--- config.mk ---
export PLATFORM = sky130hd
export DESIGN_NAME = rcds_top
export DESIGN_NICKNAME = d
export VERILOG_FILES = /design/src/core/rcds_pkg.sv /design/src/core/rcds_top.sv /design/src/core/rcds_delay_timer.sv
export VERILOG_INCLUDE_DIRS = /design/src /design/src/core
export SDC_FILE = /design/constraint.sdc
export NUM_CORES = 1
export LEC_CHECK = 0
export BUFFER_PORTS_ARGS = -buffer_cell sky130_fd_sc_hd__buf_2
export CORE_ASPECT_RATIO = 1.4
export CORE_MARGIN = 3
export CORE_UTILIZATION = 39
export DETAILED_ROUTE_END_ITERATION = 7
export GPL_ROUTABILITY_DRIVEN = 0
export MAX_ROUTING_LAYER = met4
export PLACE_DENSITY_LB_ADDON = 0.2
export SETUP_SLACK_MARGIN = 0.4
export SYNTH_ARGS = -nofsm -noshare
export SYNTH_HDL_FRONTEND = slang
export SYNTH_SLANG_ARGS = --single-unit
--- constraint.sdc ---
create_clock -name clk_sys_i -period 2.85 [get_ports clk_sys_i]
set_input_delay 0.57 -clock clk_sys_i [delete_from_list [all_inputs] [get_ports clk_sys_i]]
set_output_delay 0.57 -clock clk_sys_i [all_outputs]
set_load 0.01 [all_outputs]
--- src/core/rcds_defs.svh ---
// Purpose: Offsets, field positions, reset values and delays of the reset sequencer
// Assumes: 10 MHz system clock, 1 us reference tick
// Notes:   Included by bare name; definitions only
`ifndef RCDS_DEFS_SVH
`define RCDS_DEFS_SVH

// Avalon byte addresses
`define RCDS_ADDR_CAUSE   3'h0
`define RCDS_ADDR_STATUS  3'h4

// Cause/control register fields
`define RCDS_B_TRAP   15
`define RCDS_B_OPC    14
`define RCDS_B_CFG    9
`define RCDS_B_VREG   8
`define RCDS_B_EXT    7
`define RCDS_B_SOFT   6
`define RCDS_B_WDE    5
`define RCDS_B_WTO    4
`define RCDS_B_SLP    3
`define RCDS_B_IDL    2
`define RCDS_B_BRN    1
`define RCDS_B_PON    0
`define RCDS_CAUSE_RESET  16'h0003
`define RCDS_IMPL_MASK    16'hC3FF
`define RCDS_BRN_CLR_MASK 16'hC25C

// Clock source codes of the fuse and current-select fields
`define RCDS_CLK_FRC     3'h0
`define RCDS_CLK_FRCPLL  3'h1
`define RCDS_CLK_PRI     3'h2
`define RCDS_CLK_PRIPLL  3'h3
`define RCDS_CLK_SOSC    3'h4

// Timing
`define RCDS_CLK_HZ      10000000
`define RCDS_REF_HZ      1000000
`define RCDS_REF_DIV     (`RCDS_CLK_HZ / `RCDS_REF_HZ)
`define RCDS_PRESC_W     4
`define RCDS_TMR_W       16
`define RCDS_T_PON_US    10
`define RCDS_T_START_US  20
`define RCDS_T_PUT_US    64000
`define RCDS_T_RST_US    20
`define RCDS_T_LOCK_US   20
`define RCDS_T_MON_US    100
`define RCDS_TICKS(us)   ((us) * (`RCDS_REF_HZ / 1000000))
`define RCDS_SETTLE_LAST 10'h3FF

`endif

--- src/core/rcds_pkg.sv ---
// Purpose: Types of the reset sequencer
// Assumes: Widths match rcds_defs.svh
// Notes:   Used as rcds_pkg::name, never imported
package rcds_pkg;

  // Sequencer phases, one-hot
  typedef enum logic [4:0] {
    ST_PON   = 5'h01,  // Power-on delay
    ST_START = 5'h02,  // Start-up delay
    ST_RST   = 5'h04,  // Internal state reset time
    ST_RUN   = 5'h08,  // Reset released
    ST_WAKE  = 5'h10   // Start-up delay on wake
  } rcds_state_t;

  // Whole state of the top module
  typedef struct packed {
    logic [2:0]  clr_sy;      // Master clear pin synchroniser
    logic        clr_lvl;     // Filtered master clear level
    logic [2:0]  osc_sy;      // Oscillator pin synchroniser
    logic        osc_lvl;     // Filtered oscillator level
    logic [3:0]  presc;       // Reference tick divider
    rcds_state_t st;          // Sequencer phase
    logic [15:0] cause;       // Cause/control register
    logic [2:0]  clk_sel;     // Clock source in use
    logic        pwr_path;    // Last reset was power-on or brown-out
    logic [9:0]  settle_cnt;  // Crystal settle counter
    logic        settle_done; // Crystal settle expired
    logic        lock_go;     // Lock wait started
    logic        mon_go;      // Monitor wait started
    logic        ack;         // Bus answer cycle
    logic [31:0] rdata;       // Bus read data
  } rcds_top_st_t;

endpackage

--- src/core/rcds_top.sv ---
// Purpose: Reset cause flags and release sequencing of the master system reset
// Assumes: Event inputs are one-cycle pulses from logic on clk_sys_i;
//          reset_n_i is the power-on reset itself
// Notes:   Avalon-MM slave, one wait state per access
//
// What this block does
// - Trap conflict sets bit 15; power/brownout clears.
// - Bad opcode or pointer sets bit 14.
// - Bits 13 to 10 read zero.
// - Config mismatch sets bit 9.
// - Bit 8 keeps regulator active in sleep.
// - Pin reset sets bit 7; brownout keeps it.
// - Reset instruction sets bit 6.
// - Bit 5 enables watchdog unless fuse forces it.
// - Time-out sets bit 4; power-save or clear clears.
// - Sleep sets bit 3, idle sets bit 2.
// - Brownout bit 1, power-on bit 0, cleared only by software.
// - Software writes any flag without causing reset.
// - Power resets take fuse clock, others current.
// - Switching disabled: always the fuse clock.
// - Power resets release only after power and start-up delays.
// - Power-on adds 10 us; brownout skips it.
// - Start-up 20 us or 64 ms; wake too, regulator on only.
// - Other resets hold only 20 us state time.
// - Crystal sources wait 1024 oscillator periods.
// - Loop sources add 20 us lock wait.
// - Clock waits run alongside the reset delay.
// - After power resets, crystal or loop: monitor starts 100 us later.
// - Any active reset source asserts system reset.
// - Power-on clears all flags, sets power-on and brownout flags.
//
// Implementation choices: the Avalon-MM register port and the address map.
`timescale 1ns/1ps
`default_nettype none
`include "rcds_defs.svh"
module rcds_top #(
  parameter int PUT_US = `RCDS_T_PUT_US      // Long start-up delay in us
) (
  input  wire logic        clk_sys_i,             // System clock, 10 MHz
  input  wire logic        reset_n_i,             // Power-on reset, active low
  input  wire logic [2:0]  avs_address_i,         // Byte address
  input  wire logic        avs_read_i,            // Read request
  input  wire logic        avs_write_i,           // Write request
  input  wire logic [31:0] avs_writedata_i,       // Write data
  input  wire logic [3:0]  avs_byteenable_i,      // Byte lanes
  output logic [31:0]      avs_readdata_o,        // Read data
  output logic             avs_waitrequest_o,     // Stall
  input  wire logic        master_clear_pin_n_i,  // External reset pin, low active
  input  wire logic        osc_pin_i,             // Oscillator clock pin
  input  wire logic        brownout_i,            // Brown-out event
  input  wire logic        trap_conflict_i,       // Trap conflict event
  input  wire logic        bad_opcode_i,          // Illegal opcode or pointer
  input  wire logic        config_mismatch_i,     // Configuration mismatch
  input  wire logic        soft_reset_i,          // Reset instruction
  input  wire logic        watchdog_timeout_i,    // Watchdog time-out
  input  wire logic        save_sleep_i,          // Power-save sleep instruction
  input  wire logic        save_idle_i,           // Power-save idle instruction
  input  wire logic        watchdog_clear_i,      // Watchdog clear instruction
  input  wire logic        wake_i,                // Wake from sleep
  input  wire logic        watchdog_fuse_enable_i,// Fuse forces watchdog on
  input  wire logic [2:0]  fuse_clock_select_i,   // Fuse clock source
  input  wire logic [2:0]  current_clock_select_i,// Oscillator control source
  input  wire logic        clock_switch_en_i,     // Clock switching allowed
  input  wire logic        primary_crystal_i,     // Primary source is a crystal
  input  wire logic        regulator_enable_i,    // On-chip regulator on
  output logic             master_system_reset_o, // System reset, high active
  output logic [2:0]       clock_select_o,        // Clock source applied
  output logic             clock_ready_o,         // Clock passed to system
  output logic             monitor_enable_o,      // Clock monitor may run
  output logic             watchdog_enable_o,     // Watchdog enabled
  output logic             regulator_sleep_keep_o,// Regulator active in sleep
  output logic             wake_hold_o            // Wake start-up running
);

  localparam logic [15:0] PUT_TICKS = 16'(`RCDS_TICKS(PUT_US));    // Long start-up
  localparam logic [15:0] PON_TICKS = 16'(`RCDS_TICKS(`RCDS_T_PON_US));
  localparam logic [15:0] STA_TICKS = 16'(`RCDS_TICKS(`RCDS_T_START_US));
  localparam logic [15:0] RST_TICKS = 16'(`RCDS_TICKS(`RCDS_T_RST_US));
  localparam logic [15:0] LCK_TICKS = 16'(`RCDS_TICKS(`RCDS_T_LOCK_US));
  localparam logic [15:0] MON_TICKS = 16'(`RCDS_TICKS(`RCDS_T_MON_US));
  localparam logic [3:0]  PRESC_LAST = 4'(`RCDS_REF_DIV - 1);

  rcds_pkg::rcds_top_st_t s_ff;   // Registered state
  rcds_pkg::rcds_top_st_t nxt_s;  // Next state

  logic        ref_tick;    // 1 us reference enable
  logic        seq_done;    // Sequencer delay expired
  logic        lock_done;   // Lock wait expired
  logic        mon_done;    // Monitor wait expired
  logic        seq_load;    // Start sequencer delay
  logic [15:0] seq_val;     // Sequencer delay value
  logic        lock_load;   // Start lock wait
  logic [15:0] lock_val;    // Lock wait value
  logic        mon_load;    // Start monitor wait
  logic [15:0] mon_val;     // Monitor wait value
  logic        bus_req;     // Read or write pending
  logic        bus_go;      // Access completes this cycle
  logic [31:0] rd_mux;      // Read data source
  logic [15:0] wmask;       // Written bits of the cause register
  logic        clr_active;  // Filtered pin reset active
  logic        osc_rise;    // Filtered oscillator rising edge
  logic        short_rst;   // Any non-power reset source
  logic [2:0]  sel_now;     // Source the clock path judges
  logic        need_settle; // Source is a crystal
  logic        need_lock;   // Source uses the loop
  logic        in_reset;    // System reset asserted
  logic        clk_ready;   // Clock waits finished
  logic [15:0] start_ticks; // Start-up delay for this regulator mode

  // Reference tick: the one always-running time base for all delays
  assign ref_tick = (s_ff.presc == PRESC_LAST);

  // Reset stays asserted in every phase but run and wake
  assign in_reset = (s_ff.st != rcds_pkg::ST_RUN) && (s_ff.st != rcds_pkg::ST_WAKE);

  // Regulator on: short start-up; off: power-up timer
  assign start_ticks = regulator_enable_i ? STA_TICKS : PUT_TICKS;

  // Pin reset counts only once the filter agrees
  assign clr_active = !s_ff.clr_lvl;

  // Rising edge seen on the filtered oscillator level
  assign osc_rise = (s_ff.osc_sy[1] == s_ff.osc_sy[2]) && s_ff.osc_sy[2] && !s_ff.osc_lvl;

  // Every source other than power-on and brown-out
  assign short_rst = clr_active | watchdog_timeout_i | soft_reset_i |
                     trap_conflict_i | bad_opcode_i | config_mismatch_i;

  // During power-on the fuse field is judged directly, so waits start at once
  assign sel_now = (s_ff.st == rcds_pkg::ST_PON) ? fuse_clock_select_i : s_ff.clk_sel;

  // Crystal and secondary sources need the settle count
  assign need_settle = (sel_now == `RCDS_CLK_SOSC) ||
                       (primary_crystal_i &&
                        ((sel_now == `RCDS_CLK_PRI) || (sel_now == `RCDS_CLK_PRIPLL)));

  // Loop-based sources need the lock wait
  assign need_lock = (sel_now == `RCDS_CLK_FRCPLL) || (sel_now == `RCDS_CLK_PRIPLL);

  assign clk_ready = s_ff.settle_done && s_ff.lock_go && lock_done;

  // Bus handshake: one wait state, answer on the second edge
  assign bus_req = avs_read_i | avs_write_i;
  assign bus_go  = bus_req & s_ff.ack;

  // Byte lanes mapped onto the 16-bit register
  assign wmask = {{8{avs_byteenable_i[1]}}, {8{avs_byteenable_i[0]}}};

  // Read data selection; unmapped addresses read zero
  always_comb begin
    rd_mux = 32'h0;
    case (avs_address_i)
      `RCDS_ADDR_CAUSE: begin
        rd_mux = {16'h0, s_ff.cause & `RCDS_IMPL_MASK};
      end
      `RCDS_ADDR_STATUS: begin
        rd_mux = {25'h0, watchdog_enable_o, monitor_enable_o, in_reset,
                  clk_ready, s_ff.clk_sel};
      end
      default: begin
        rd_mux = 32'h0;
      end
    endcase
  end

  // Next-state logic of the whole block
  always_comb begin
    nxt_s     = s_ff;
    seq_load  = 1'b0;
    seq_val   = 16'h0;
    lock_load = 1'b0;
    lock_val  = 16'h0;
    mon_load  = 1'b0;
    mon_val   = 16'h0;

    // Pin synchronisers; a change counts when second and third agree
    nxt_s.clr_sy = {s_ff.clr_sy[1:0], master_clear_pin_n_i};
    if (s_ff.clr_sy[1] == s_ff.clr_sy[2]) begin
      nxt_s.clr_lvl = s_ff.clr_sy[2];
    end
    nxt_s.osc_sy = {s_ff.osc_sy[1:0], osc_pin_i};
    if (s_ff.osc_sy[1] == s_ff.osc_sy[2]) begin
      nxt_s.osc_lvl = s_ff.osc_sy[2];
    end

    // Reference divider
    nxt_s.presc = ref_tick ? 4'h0 : s_ff.presc + 4'h1;

    // Bus: capture read data on the first cycle of a request
    nxt_s.ack = bus_req & !s_ff.ack;
    if (bus_req && !s_ff.ack) begin
      nxt_s.rdata = rd_mux;
    end

    // Software write to the cause register; it never starts a reset
    if (bus_go && avs_write_i && (avs_address_i == `RCDS_ADDR_CAUSE)) begin
      nxt_s.cause = (s_ff.cause & ~wmask) | (avs_writedata_i[15:0] & wmask);
    end

    // Clearing events come first so a same-cycle set wins
    if (brownout_i) begin
      nxt_s.cause = nxt_s.cause & ~`RCDS_BRN_CLR_MASK;
    end
    if (save_sleep_i || save_idle_i || watchdog_clear_i) begin
      nxt_s.cause[`RCDS_B_WTO] = 1'b0;
    end

    // Setting events
    if (trap_conflict_i) begin
      nxt_s.cause[`RCDS_B_TRAP] = 1'b1;
    end
    if (bad_opcode_i) begin
      nxt_s.cause[`RCDS_B_OPC] = 1'b1;
    end
    if (config_mismatch_i) begin
      nxt_s.cause[`RCDS_B_CFG] = 1'b1;
    end
    if (clr_active) begin
      nxt_s.cause[`RCDS_B_EXT] = 1'b1;
    end
    if (soft_reset_i) begin
      nxt_s.cause[`RCDS_B_SOFT] = 1'b1;
    end
    if (watchdog_timeout_i) begin
      nxt_s.cause[`RCDS_B_WTO] = 1'b1;
    end
    if (save_sleep_i) begin
      nxt_s.cause[`RCDS_B_SLP] = 1'b1;
    end
    if (save_idle_i) begin
      nxt_s.cause[`RCDS_B_IDL] = 1'b1;
    end
    if (brownout_i) begin
      nxt_s.cause[`RCDS_B_BRN] = 1'b1;
    end
    nxt_s.cause = nxt_s.cause & `RCDS_IMPL_MASK;

    // Clock path runs beside the reset delay, not after it
    if (!s_ff.settle_done && need_settle && osc_rise) begin
      nxt_s.settle_cnt = s_ff.settle_cnt + 10'h1;
    end
    nxt_s.settle_done = s_ff.settle_done || !need_settle ||
                        (osc_rise && (s_ff.settle_cnt == `RCDS_SETTLE_LAST));
    if (s_ff.settle_done && !s_ff.lock_go) begin
      lock_load     = 1'b1;
      lock_val      = need_lock ? LCK_TICKS : 16'h0;
      nxt_s.lock_go = 1'b1;
    end

    // Sequencer; brown-out outranks the short resets
    if (brownout_i) begin
      nxt_s.st          = rcds_pkg::ST_START;
      seq_load          = 1'b1;
      seq_val           = start_ticks;
      nxt_s.clk_sel     = fuse_clock_select_i;
      nxt_s.pwr_path    = 1'b1;
      nxt_s.settle_cnt  = 10'h0;
      nxt_s.settle_done = 1'b0;
      nxt_s.lock_go     = 1'b0;
      nxt_s.mon_go      = 1'b0;
      lock_load         = 1'b0;
    end else if (short_rst) begin
      // Held and reloaded while the source stays active
      nxt_s.st       = rcds_pkg::ST_RST;
      seq_load       = 1'b1;
      seq_val        = RST_TICKS;
      nxt_s.clk_sel  = clock_switch_en_i ? current_clock_select_i
                                         : fuse_clock_select_i;
      nxt_s.pwr_path = 1'b0;
      nxt_s.mon_go   = 1'b0;
    end else begin
      case (s_ff.st)
        rcds_pkg::ST_PON: begin
          // Fuse source from the first edge after power-on reset; reset loads FRC
          nxt_s.clk_sel = fuse_clock_select_i;
          if (seq_done) begin
            nxt_s.st = rcds_pkg::ST_START;
            seq_load = 1'b1;
            seq_val  = start_ticks;
          end
        end
        rcds_pkg::ST_START: begin
          if (seq_done) begin
            nxt_s.st = rcds_pkg::ST_RST;
            seq_load = 1'b1;
            seq_val  = RST_TICKS;
          end
        end
        rcds_pkg::ST_RST: begin
          // Release; monitor waits only after power paths on slow sources
          if (seq_done) begin
            nxt_s.st     = rcds_pkg::ST_RUN;
            mon_load     = 1'b1;
            mon_val      = (s_ff.pwr_path && (need_settle || need_lock)) ? MON_TICKS : 16'h0;
            nxt_s.mon_go = 1'b1;
          end
        end
        rcds_pkg::ST_RUN: begin
          // Wake repeats the start-up delay only with the regulator on
          if (wake_i && regulator_enable_i) begin
            nxt_s.st = rcds_pkg::ST_WAKE;
            seq_load = 1'b1;
            seq_val  = STA_TICKS;
          end
        end
        rcds_pkg::ST_WAKE: begin
          if (seq_done) begin
            nxt_s.st = rcds_pkg::ST_RUN;
          end
        end
        default: begin
          nxt_s.st = rcds_pkg::ST_PON;
        end
      endcase
    end
  end

  // State register; power-on leaves only the two power flags set
  always_ff @(posedge clk_sys_i or negedge reset_n_i) begin
    if (!reset_n_i) begin
      s_ff.clr_sy      <= 3'h7;
      s_ff.clr_lvl     <= 1'b1;
      s_ff.osc_sy      <= 3'h0;
      s_ff.osc_lvl     <= 1'b0;
      s_ff.presc       <= 4'h0;
      s_ff.st          <= rcds_pkg::ST_PON;
      s_ff.cause       <= `RCDS_CAUSE_RESET;
      s_ff.clk_sel     <= `RCDS_CLK_FRC;
      s_ff.pwr_path    <= 1'b1;
      s_ff.settle_cnt  <= 10'h0;
      s_ff.settle_done <= 1'b0;
      s_ff.lock_go     <= 1'b0;
      s_ff.mon_go      <= 1'b0;
      s_ff.ack         <= 1'b0;
      s_ff.rdata       <= 32'h0;
    end else begin
      s_ff <= nxt_s;
    end
  end

  // Sequencer delay; starts with the power-on delay at reset release
  rcds_delay_timer #(
    .W       (`RCDS_TMR_W),
    .RST_CNT (PON_TICKS)
  ) u_seq_timer (
    .clk_sys_i  (clk_sys_i),
    .reset_n_i  (reset_n_i),
    .tick_i     (ref_tick),
    .load_i     (seq_load),
    .load_val_i (seq_val),
    .done_o     (seq_done)
  );

  // Loop lock wait
  rcds_delay_timer #(
    .W       (`RCDS_TMR_W),
    .RST_CNT (16'h0)
  ) u_lock_timer (
    .clk_sys_i  (clk_sys_i),
    .reset_n_i  (reset_n_i),
    .tick_i     (ref_tick),
    .load_i     (lock_load),
    .load_val_i (lock_val),
    .done_o     (lock_done)
  );

  // Clock monitor start wait
  rcds_delay_timer #(
    .W       (`RCDS_TMR_W),
    .RST_CNT (16'h0)
  ) u_mon_timer (
    .clk_sys_i  (clk_sys_i),
    .reset_n_i  (reset_n_i),
    .tick_i     (ref_tick),
    .load_i     (mon_load),
    .load_val_i (mon_val),
    .done_o     (mon_done)
  );

  // Outputs
  assign master_system_reset_o  = in_reset;
  assign clock_select_o         = s_ff.clk_sel;
  assign clock_ready_o          = clk_ready;
  assign monitor_enable_o       = s_ff.mon_go && mon_done;
  assign watchdog_enable_o      = watchdog_fuse_enable_i | s_ff.cause[`RCDS_B_WDE];
  assign regulator_sleep_keep_o = s_ff.cause[`RCDS_B_VREG];
  assign wake_hold_o            = (s_ff.st == rcds_pkg::ST_WAKE);
  assign avs_readdata_o         = s_ff.rdata;
  assign avs_waitrequest_o      = bus_req & !s_ff.ack;

endmodule
`default_nettype wire

--- src/core/rcds_delay_timer.sv ---
// Purpose: Down-counter stepped by the reference tick
// Assumes: tick_i is a one-cycle enable
// Notes:   done_o is high while the count is zero
`timescale 1ns/1ps
`default_nettype none
module rcds_delay_timer #(
  parameter int             W       = 16,  // Counter width
  parameter logic [W-1:0]   RST_CNT = '0   // Count held at reset
) (
  input  wire logic         clk_sys_i,     // System clock
  input  wire logic         reset_n_i,     // Async reset, active low
  input  wire logic         tick_i,        // Reference tick
  input  wire logic         load_i,        // Start a delay
  input  wire logic [W-1:0] load_val_i,    // Delay in ticks
  output logic              done_o         // Delay expired
);

  typedef struct packed {
    logic [W-1:0] cnt;  // Remaining ticks
  } rcds_tmr_t;

  rcds_tmr_t s_ff;      // Registered state
  rcds_tmr_t nxt_s;     // Next state

  // Load wins over a tick so a restart is never lost
  always_comb begin
    nxt_s = s_ff;
    if (load_i) begin
      nxt_s.cnt = load_val_i;
    end else if (tick_i && (s_ff.cnt != '0)) begin
      nxt_s.cnt = s_ff.cnt - 1'b1;
    end
  end

  // State register; reset starts the first delay at once
  always_ff @(posedge clk_sys_i or negedge reset_n_i) begin
    if (!reset_n_i) begin
      s_ff.cnt <= RST_CNT;
    end else begin
      s_ff <= nxt_s;
    end
  end

  assign done_o = (s_ff.cnt == '0);

endmodule
`default_nettype wire

# Word-level counts from Yosys, hierarchy flattened
# Index checks and enable logic that the tools add are counted.
word_totals:
  reg_bits: 127
  latchBits: 0
  ramBits: 0
  rom_bits: 0
  in_bits: 65
  out_inout_bits: 42
  wordCells: 185
  n_memories: 0
op_classes:
  addsub: 5
  n_mul: 0
  n_div: 0
  order_cmp: 0
  n_eq_ne: 20
  n_shift: 0
  mux: 63
  bitwise: 13
  reduce_logical: 59
op_table:
  columns: ["op", "n"]
  rows:
  - ["16-bit two-way mux", 12]
  - ["5-bit two-way mux", 10]
  - ["16-bit zero test", 3]
  - ["16-bit case mux with 3 select lines", 1]
  - ["16-bit nonzero test", 3]
  - ["16-bit by 1-bit subtractor with 16-bit output, second input constant", 3]
  - ["7-bit two-way mux", 5]
  - ["16-bit bitwise AND", 2]
  - ["16-bit case mux with 2 select lines", 1]
  - ["1-bit two-way mux", 25]
  - ["3-bit nonzero test", 8]
  - ["5-bit case mux with 4 select lines", 1]
  - ["1-bit logical AND", 19]
  - ["16-bit inverter", 1]
  - ["16-bit bitwise OR", 1]
  - ["12-bit two-way mux", 1]
  - ["4-bit != test, second input constant", 3]
  - ["2-bit nonzero test", 6]
  - ["10-bit by 1-bit adder with 10-bit output, second input constant", 1]
  - ["10-bit equality test, second input constant", 1]
  - ["10-bit two-way mux", 1]
  - ["3-bit two-way mux", 3]
  - ["1-bit logical OR", 8]
  - ["4-bit two-way mux", 2]
  - ["23 further kinds", 39]

# Depth between registers and ports, before layout
# Gate-level depths: netlist of the first run.
depth:
  depth_word: 14
  depth_mapped: 9
  depth_no_buf: 7

# Cells and area by module
# From an unflattened synthesis of the first run, not the netlist that was laid out.
hier_totals:
  cells_unflattened: 679
  area_unflattened_um2: 6356.1
modules_own_cells:
  columns: ["mod", "n_inst", "cells_each", "area_each_um2", "seq_area_each_um2"]
  rows:
  - ["rcds_top", 1, 307, 3163.0, 1486.4]
  - ["rcds_delay_timer (u_lock_timer ...)", 2, 124, 1063.5, 400.4]
  - ["rcds_delay_timer (u_seq_timer)", 1, 124, 1066.0, 402.9]

# Worst setup path before layout of the first run
# Ideal clock, no wire load.
synth_path:
  kind: "in2reg"
  start: "input watchdog_timeout_i"
  end: "register u_seq_timer.s_ff[11] (netlist name)"
  setup_ps: 121
  arrival_time_ps: 1935
  t_required_ps: 2729
  setup_slack_ps: 794
  path_stages: 6
  path_buffers: 1
  path_cell_list: "or4b_4 nor3_2 o211ai_2 buf_4 o22a_1 o22a_1"
synth_via:
  elab_chain_cells: 8
  word_cells_on_any_way: 11
  cone_classes: "5 x mux; 5 x bitwise; 1 x reduce/logical"
synth_lines:
  columns: ["item", "line_no", "source"]
  rows:
  - ["start, declared", "rcds_top.sv:55", "input wire logic watchdog_timeout_i,"]
  - ["1-bit bitwise OR * (3 in series)", "rcds_top.sv:126", "assign short_rst = clr_active | watchdog_timeout_i | soft_reset_i |"]
  - ["1-bit bitwise OR * (2 in series)", "rcds_top.sv:127", "trap_conflict_i | bad_opcode_i | config_mismatch_i;"]
  - ["16-bit two-way mux / 1-bit two-way mux (equally long branches)", "rcds_top.sv:262", "end else if (short_rst) begin"]
  - ["16-bit two-way mux / 1-bit two-way mux (equally long branches)", "rcds_top.sv:251", "if (brownout_i) begin"]
  - ["16-bit two-way mux / 2-bit nonzero test (equally long branches)", null, null]
  - ["end signal, assigned", "rcds_delay_timer.sv:40", "s_ff <= nxt_s;"]
  - ["end, declared", "rcds_delay_timer.sv:22", "rcds_tmr_t s_ff;"]
# Mark *: on every way between the ends. The rest lies on a longest branch, timed or not.
# A chain may end at the register's enable or synchronous reset.

# Final worst setup path of the first run
layout_path:
  start: "register u_mon_timer.s_ff[7] (netlist name)"
  end: "output monitor_enable_o"
layout_via:
  elab_chain_cells: 2
layout_lines:
  columns: ["item", "line_no", "source"]
  rows:
  - ["start, declared", "rcds_delay_timer.sv:22", null]
  - ["start signal, assigned", "rcds_delay_timer.sv:40", null]
  - ["16-bit zero test", "rcds_delay_timer.sv:44", "assign done_o = (s_ff.cnt == '0);"]
  - ["1-bit logical AND", "rcds_top.sv:384", "assign monitor_enable_o = s_ff.mon_go && mon_done;"]
  - ["end, declared", "rcds_top.sv:69", "output logic monitor_enable_o,"]
# No other way between the ends.

==> results.yml, run 1 <==
timing:
  fin_crit_sh: 0.844
  setup_viol: 0
  fin_setup_tns_ns: 0
  finalCriticalPeriod_ns: 2.41
  fmax_ghz: 0.416
  worst_pin_slew_ns: 0.679
  holdWs_ns: 0.0860
  finalClockSkew_ns: 0.0107
  slew_viol_final: 0
  final-hold-violation-count: 0
  fin_ws_ns: 0.444
  rsz0062_at_grt: "yes"
  maxSlewHeadroom: 0.545
layout:
  drive_above_1_share: 0.250
  seq_area_um2: 2690
  num_antenna_cells: 0
  final_util: 0.455
  nets: 721
  fill_cells: 1434
  area_delta_synth_final_pct: 13.9
  multiInputGateArea_um2: 3080
  design_area_um2: 6860
routing:
  ant_nets: 0
  wl_met3_um: 571
  post_drt_wl_per_cell_um: 16.4
  highest_layer: "met4"
  vias_per_cell: 5.42
  drt-total-wl_um: 13900
  drcViolationCount: 0
  drt-initial-drc-count: 235
  wl_met2_um: 7210
  drt-pass1-iter-count: 4
  vias: 4591
  wl_met1_um: 5880
logic_synthesis:
  yosys_register_bits: 107
  ys.flop_type: "dfrtp_1"
  synthAdderAreaFrac: 0.0141
  ys_types: 78
  yosysMostFrequentCell: "dfrtp_1"
  synthMuxAreaShare: 0.0420
  netlist_area_um2: 6020
  yosysTopAreaCell: "dfrtp_1"
  synth_warnings: 0
  synth_simple_gate_area_frac: 0.234
  synth_xor_xnor_area_share: 0.0640
  synth_common_cells: "dfrtp_1 (97), nor2_1 (70), buf_4 (41), nand2_1 (31), xnor2_1 (25)"
  ys_seq_area_frac: 0.447
  synth_top_family_by_area: "simple AND/OR/NAND/NOR gates"
  synth_top_area_frac: 0.403
  syn_inst: 591
  synthArstFlopShare: 1.00
  synth_edf_count: 0
  syn_area_per_cell_um2: 10.2
  synth_compound_area_frac: 0.126
  synth.area.top_cells: "dfrtp_1 (40%), buf_4 (5.1%), dfstp_2 (4.4%), nor2_1 (4.4%), xnor2_1 (3.6%)"
setup_path:
  cp-start-kind: "flop"
  r2r-start: "s_ff[79]"
  crit_path_end_kind: "primary output"
  r2r_end: "u_seq_timer.s_ff[9]"
  path_class: "reg -> out"
  ff2ff_setup_slack_ns: 0.62
  path_max_fanout: 5
  r2r_cells: 5
  crit_arrival_ns: 1.84
  required_ns: 2.28
clock_tree:
  clock_latency_ns: 0.35
  cts_tree: "done"
  cts-root-buf: "clkbuf_16"
  cts_sinks: 107
  clockBufferDepth: 2
  clk_pin_slew_ns: 0.08
  numCtsBuffers: 9
  htree_levels: 3
floorplanning:
  dieHeight_um: 153
  ios: 107
  die-area_um2: 17000
  num_rows: 53
  initial_core_util: 0.400
  die_w_um: 111
  core_area_um2: 15100
global_route:
  grt_pass1_wl_um: 23100
  grt_antenna_before_repair: 0
  grt_pass1_vias: 4735
  gr-total-overflow: 0
  grt_max_degree: 68
  grt_use_total: 0.170
placed_design:
  place_ws_ns: 0.272
  dpl.hpwl_um: 10200
  portBuffers: 64
  place_area_um2: 6410
pwr:
  irDropWorstVdd_mv: 0.235
  p_per_area_nw_per_um2: 521
  leakagePower_nw: 3.05
run:
  cap_violations: 0
hold_path:
  hold_path.class: "in -> async"
outcome:
  status: "finished, final reports clean"
stage by stage:
| step | power [W] | std cells |
|---|---|---|
| 2_1_floorplan | 0.00215 | 610 |
| 3_3_place_gp | 0.00229 | 826 |
| 3_5_place_dp | 0.00231 | 826 |
| 4_1_cts | 0.00359 | 843 |
| 5_1_grt | 0.00377 | 847 |
| 6_report | 0.00357 | 847 |
worst max-delay path, stage by stage, from the launching register on:
cell     delay, ns
dfrtp_1       0.46
nor4_4        0.37
nand2_1       0.13
nor3_2        0.24
and2_1        0.15
buf_2         0.14
placed cells by master (no fill, tap or decap), types with 5 or more instances in the layout:
cell type | Yosys | routed
buf_2 | 5 | 63
nand3_1 | 14 | 14
dfstp_2 | 10 | 10
mux2i_1 | 14 | 14
a21oi_1 | 19 | 19
a211oi_1 | 5 | 5
and2_1 | 5 | 5
xnor2_1 | 25 | 25
nor4_1 | 12 | 10
nor4b_1 | 6 | 5
xor2_1 | 19 | 19
mux2_2 | 8 | 8
or4_1 | 5 | 5
a22o_1 | 6 | 6
a31oi_1 | 8 | 8
nor3_2 | 4 | 5
conb_1 | 1 | 20
nor3b_1 | 5 | 5
o21bai_1 | 6 | 6
buf_4 | 41 | 20
dfrtp_1 | 97 | 96
and3_1 | 7 | 6
nor2_1 | 70 | 70
nand2_1 | 31 | 31
nor4_4 | 2 | 5
a21o_1 | 5 | 5
clkbuf_16 | 0 | 9
inv_1 | 17 | 16
nand4_1 | 16 | 16
nor3_1 | 15 | 14
o22a_1 | 14 | 14
ha_1 | 6 | 5
power breakdown:
part	leakage [nW]	switching, W	internal, W	total, W
registers	1.31	0.0000899	0.00161	0.00170
logic	1.60	0.000347	0.000283	0.000630
clock network	0.143	0.000586	0.000651	0.00124
layout make-up:
class | count | share of cell area
repair buffers | 84 | 0.0708
flip-flops and latches | 107 | 0.393
clock inverters | 5 | 0.00621
clock buffers | 11 | 0.0369
inverters | 18 | 0.00986
multi-input cells | 430 | 0.449
well taps | 192 | 0.0350
flip-flops by register name, indices dropped and copies added, names as in the netlist, named ones only:
| register | flops |
|---|---|
| u_mon_timer.s_ff | 16 |
| u_lock_timer.s_ff | 16 |
| u_seq_timer.s_ff | 16 |
| clock_select_o | 3 |
| nxt_s | 4 |
| s_ff | 37 |
| avs_readdata_o | 12 |
per-layer routing:
| metal | vias up | track usage |
|---|---|---|
| met4 | 0 | 0.0546 |
| met3 | 22 | 0.0345 |
| met5 | - | - |
| met2 | 104 | 0.294 |
| li1 | 2209 | - |
| met1 | 2256 | 0.197 |
worst max path at each step:
stage                                    start                   end  depth (start not counted)  slack, ns
after floorplan             watchdog_timeout_i  u_seq_timer.s_ff[11]                          6       0.79
after global placement      watchdog_timeout_i  u_seq_timer.s_ff[15]                          6       0.28
after detailed placement    watchdog_timeout_i  u_seq_timer.s_ff[15]                          6       0.27
after CTS                 u_lock_timer.s_ff[0]         clock_ready_o                          6       0.40
after global routing       u_mon_timer.s_ff[7]      monitor_enable_o                          5       0.31
final                      u_mon_timer.s_ff[7]      monitor_enable_o                          5       0.44
cells by family after synthesis:
kind of cell	count (synthesis)
other	1
adder cells (fa/ha/maj)	7
AO/OA/AOI/OAI	98
flip-flops	107
buffers and inverters	73
multiplexers	24
AND/OR/NAND/NOR	237
XOR/XNOR	44
repair_timing:
action / 4_1_cts / 5_1_grt
hold endpoints to repair: 0 / 0
hold buffers: 0 / 0
resized for setup: 10 / 10
pin swaps: 2 / 2
buffers inserted: 1 / 4
endpoints found under the setup margin: 2 / 15
No activity file was read; power rests on OpenSTA's default activity.
==> run 2, diff against run 1 <==
- clock period: 2.85 -> 2.45 ns (I/O delays scaled with it)
==> run 2 against run 1 <==
  * Register-to-register slack got worse by 0.28 ns
  * Routed wire length rose by 8.2%
  * Non-clock buffer count up 50
  * Final cell count increased by 6.0%
  * Count of clock-buffer cells in the layout fell by 2
  * Setup slack worse by 0.25 ns
  * Critical path depth grew 1
  * Clock power grew 25%
  * Sequential power rose by 16%
  * Global-route usage is 0.79 points higher
  * Clock skew up 0.0030 ns
  * Critical path type unchanged
  * Largest cell class unchanged
==> results.yml, run 2 (synthesis gave the netlist of run 1 again) <==
outcome:
  status: "finished, final reports clean"
routing:
  ant_nets: 0
  vias: 4862
  drt-total-wl_um: 15000
  vias_per_cell: 5.41
  drt-initial-drc-count: 325
  drt-pass1-iter-count: 6
  post_drt_wl_per_cell_um: 16.7
  drcViolationCount: 0
placed_design:
  dpl.hpwl_um: 10400
  portBuffers: 64
  place_area_um2: 6500
layout:
  nets: 772
  top_register: "s_ff"
  design_area_um2: 7530
  num_antenna_cells: 0
  final_common_cell: "dfrtp_1"
  layout_common_cells: "dfrtp_1 (90), nor2_1 (67), buf_2 (63)"
  largest_reg_flops: 37
  drive_above_1_share: 0.350
  area_delta_synth_final_pct: 25.2
timing:
  maxSlewHeadroom: 0.566
  setup_viol: 0
  finalCriticalPeriod_ns: 2.25
  final-hold-violation-count: 0
  finalClockSkew_ns: 0.0137
  fmax_ghz: 0.444
  worst_pin_slew_ns: 0.650
  slew_viol_final: 0
  rsz0062_at_grt: "yes"
  fin_setup_tns_ns: 0
  fin_crit_sh: 0.919
pwr:
  leakagePower_nw: 3.43
  irDropWorstVdd_mv: 0.353
  p_per_area_nw_per_um2: 577
clock_tree:
  numCtsBuffers: 9
  htree_levels: 3
  clockBufferDepth: 2
  clk_pin_slew_ns: 0.08
  cts_tree: "done"
  clock_latency_ns: 0.36
  cts-root-buf: "clkbuf_16"
  cts_sinks: 107
floorplanning:
  ios: 107
  num_rows: 53
  core_area_um2: 15100
  die_w_um: 111
  initial_core_util: 0.400
  dieHeight_um: 153
  die-area_um2: 17000
global_route:
  grt_use_total: 0.178
  gr-total-overflow: 0
  grt_pass1_vias: 4919
  grt_antenna_before_repair: 0
  grt_pass1_wl_um: 24200
  grt_max_degree: 49
setup_path:
  crit_arrival_ns: 1.76
  crit_slowest_cell: "dfrtp_1"
  r2r_cells: 7
  cp-start-kind: "flop"
  crit_path_max_incr_delay_ns: 0.39
  path_max_fanout: 2
  crit_path_end_kind: "primary output"
  critPathTopFamily: "simple AND/OR/NAND/NOR gates"
  path_cells: "inv_2, ha_4, nor4b_4, and4_4, and3_4, buf_6"
  path_class: "reg -> out"
  cp.depth: 6
  required_ns: 1.96
  worst-path-buf-inv: 2
hold_path:
  hold_path.class: "in -> async"
run:
  cap_violations: 0
[run 2: cell types whose count changed in the layout (fill, tap and decap cells not counted), moves of 3 or more]
cell       change
nor2_4         +3
a2111oi_0      -3
nor4_1         -3
a2111oi_2      +3
nor3b_1        -3
buf_6         +10
nor2_1         -3
dfrtp_1        -6
dfrtp_2        +6
buf_4         +38
[run 2: worst reg2reg max path, stage by stage (launching register included)]
cell	delay [ns]
dfstp_2	0.61
nor3b_4	0.30
buf_4	0.17
buf_6	0.10
and4bb_2	0.31
nor3_2	0.09
nand4_1	0.11
mux2_1	0.32
[run 2: final timing paths]
path,to,startpoint,slack [ns]
worst max-delay path,clock_ready_o,u_lock_timer.s_ff[1],0.20
worst min-delay path,u_mon_timer.s_ff[8],reset_n_i,0.16
worst max register to register,s_ff[44],s_ff[66],0.34
worst min register to register,s_ff[82],nxt_s[82],0.37
max in group asynchronous,u_seq_timer.s_ff[7],reset_n_i,1.62
min in group clk_sys_i,nxt_s[81],master_clear_pin_n_i,0.22
[run 2: per-layer routing]
| layer | routed length, um | global-route usage |
|---|---|---|
| met4 | 250 | 0.0622 |
| met5 | 0 | - |
| met3 | 598 | 0.0321 |
| met1 | 6310 | 0.208 |
| met2 | 7860 | 0.306 |
[run 2: cell type report]
| cell class | instances | area [um^2] |
|---|---|---|
| clock buffers | 9 | 225 |
| repair buffers | 134 | 923 |
| multi-input cells | 431 | 3280 |
| fillers | 1357 | 7520 |
| clock inverters | 7 | 100 |
| inverters | 18 | 67.6 |
| well taps | 192 | 240 |
| flip-flops and latches | 107 | 2700 |
[run 2: report_power, final]
part	total, W	leakage (nW)	internal, W	switching [W]
logic	0.000820	1.97	0.000388	0.000433
registers	0.00198	1.30	0.00188	0.000105
clock network	0.00155	0.157	0.000824	0.000727
total	0.00435	3.43	0.00309	0.00126
[run 2: metrics by stage]
stage / hold slack, ns / total power [W] / setup slack, ns / util / cells
2_1_floorplan: 0.194 / 0.00250 / 0.454 / - / 610
5_1_grt: 0.209 / 0.00458 / 0.121 / 0.501 / 898
6_report: 0.160 / 0.00435 / 0.199 / 0.501 / 898
3_3_place_gp: 0.339 / 0.00268 / 0.0985 / 0.432 / 836
4_1_cts: 0.178 / 0.00435 / 0.193 / 0.476 / 875
3_5_place_dp: 0.349 / 0.00270 / 0.102 / 0.432 / 836
[run 2: repair_timing]
item                       4_1_cts  5_1_grt
hold buffers                     0        0
setup endpoints to repair       35       48
cloned                           1        2
pin swaps                        7       32
gates resized for setup         37       42
buffers inserted                22       21
==> run 3, diff against run 2 <==
- RECOVER_POWER: default -> 50
==> run 3 against run 2 <==
  * Final cell count stayed put
  * Critical path depth stayed put
  * Highest routed layer unchanged
  * Sequential share of layout area is 0.16 points higher
  * Routed wire length hardly changed
  * Setup slack better by 0.00087 ns
  * Sequential cell count stayed put
  * Clock power hardly changed
  * Largest power group unchanged
  * Fmax hardly changed
  * Sequential power hardly changed
  * Combinational power is 0.9% lower
  * Die area stayed put
  * Global-route usage stayed put
==> results.yml, run 3 (synthesis gave the netlist of run 1 again) <==
run:
  cap_violations: 0
routing:
  drt-pass1-iter-count: 5
  vias: 4884
  ant_nets: 0
  drt-initial-drc-count: 319
  drt-total-wl_um: 15000
  vias_per_cell: 5.44
  drcViolationCount: 0
  post_drt_wl_per_cell_um: 16.7
clock_tree:
  cts-root-buf: "clkbuf_16"
  clock_latency_ns: 0.36
  cts_sinks: 107
  numCtsBuffers: 9
  clockBufferDepth: 2
  clk_pin_slew_ns: 0.08
  htree_levels: 3
  cts_tree: "done"
timing:
  fin_setup_tns_ns: 0
  setup_viol: 0
  worst_pin_slew_ns: 1.23
  maxSlewHeadroom: 0.182
  final-hold-violation-count: 0
  holdWs_ns: 0.221
  rsz0062_at_grt: "yes"
  fmax_ghz: 0.444
  fin_crit_sh: 0.918
  slew_viol_final: 0
  fin_ws_ns: 0.200
  finalCriticalPeriod_ns: 2.25
  finalClockSkew_ns: 0.0136
layout:
  final_common_cell: "dfrtp_1"
  num_antenna_cells: 0
  design_area_um2: 7500
  top_register: "s_ff"
  largest_reg_flops: 37
  final_util: 0.498
  layout_common_cells: "dfrtp_1 (90), nor2_1 (67), buf_2 (63)"
  area_delta_synth_final_pct: 24.7
  drive_above_1_share: 0.343
  nets: 772
floorplanning:
  core_area_um2: 15100
  die-area_um2: 17000
  initial_core_util: 0.400
  dieHeight_um: 153
  die_w_um: 111
  ios: 107
  num_rows: 53
setup_path:
  crit_path_end_kind: "primary output"
  path_max_fanout: 2
  crit_arrival_ns: 1.76
  crit_path_max_incr_delay_ns: 0.39
  path_class: "reg -> out"
  crit_slowest_cell: "dfrtp_1"
  required_ns: 1.96
  cp-start-kind: "flop"
  path_cells: "inv_2, ha_4, nor4b_4, and4_4, and3_4, buf_6"
pwr:
  clkPwrFrac: 0.357
  irDropWorstVdd_mv: 0.353
  pwr-share-comb: 0.187
  p_per_area_nw_per_um2: 579
  p_seq_frac: 0.456
  leakagePower_nw: 3.40
  power.internal_w: 0.00308
  switchingPower_w: 0.00126
  swShare: 0.291
placed_design:
  dpl.hpwl_um: 10400
  place_area_um2: 6500
  place_ws_ns: 0.102
  portBuffers: 64
global_route:
  grt_pass1_vias: 4919
  grt_max_degree: 49
  gr-total-overflow: 0
  grt_use_total: 0.178
  grt_pass1_wl_um: 24200
  grt_antenna_before_repair: 0
outcome:
  status: "finished, final reports clean"
hold_path:
  hold_path.class: "in -> reg"
run 3: worst paths after layout:
check	end	slack, ns	cells after the start	startpoint
min in group asynchronous	u_mon_timer.s_ff[8]	0.39	1	reset_n_i
min reg2reg	nxt_s[78]	0.37	0	nxt_s[77]
max	clock_ready_o	0.20	6	u_lock_timer.s_ff[1]
min	nxt_s[81]	0.22	1	master_clear_pin_n_i
max in group asynchronous	u_mon_timer.s_ff[2]	0.77	2	reset_n_i
max reg2reg	s_ff[44]	0.34	7	s_ff[66]
run 3: power groups by stage:
stage	clock network [W]	registers [W]	logic (W)
finish	0.00155	0.00198	0.000813
CTS	0.00160	0.00197	0.000772
floorplan	0	0.00197	0.000527
global placement	0	0.00200	0.000686
detailed placement	0	0.00200	0.000701
global route	0.00168	0.00199	0.000904
run 3: metal layers:
layer  part of all wire  wire length (um)  global-route usage
met4              0.017               252              0.0622
met3              0.041               618              0.0321
met1               0.42              6260               0.208
met5                  0                 0                   -
met2               0.52              7870               0.306
run 3: stage by stage:
step / std cells / power (W)
after detailed placement: 836 / 0.00270
after global placement: 836 / 0.00268
after global routing: 898 / 0.00458
after floorplan: 610 / 0.00250
after CTS: 875 / 0.00435
final: 898 / 0.00434
run 3: final cells by class:
| cell class | count | area (um^2) |
|---|---|---|
| Clock buffer | 9 | 225 |
| Clock inverter | 7 | 100 |
| Fill cell | 1366 | 7550 |
| Inverter | 18 | 67.6 |
| Multi-Input combinational cell | 431 | 3280 |
| Sequential cell | 107 | 2700 |
| Tap cell | 192 | 240 |
| Timing Repair Buffer | 134 | 891 |
run 3: worst max-delay path, delay by kind of cell (launching register included):
family,cells,cell delay (ns)
AND/OR/NAND/NOR,3,0.70
flip-flops,1,0.39
buffers and inverters,2,0.18
adder cells (fa/ha/maj),1,0.13
run 3: timing repair:
item,CTS,global route
buffers inserted,22,21
hold buffers,0,0
pin swaps,7,32
endpoints found under the setup margin,35,48
gates resized for setup,37,42
gates cloned,1,2
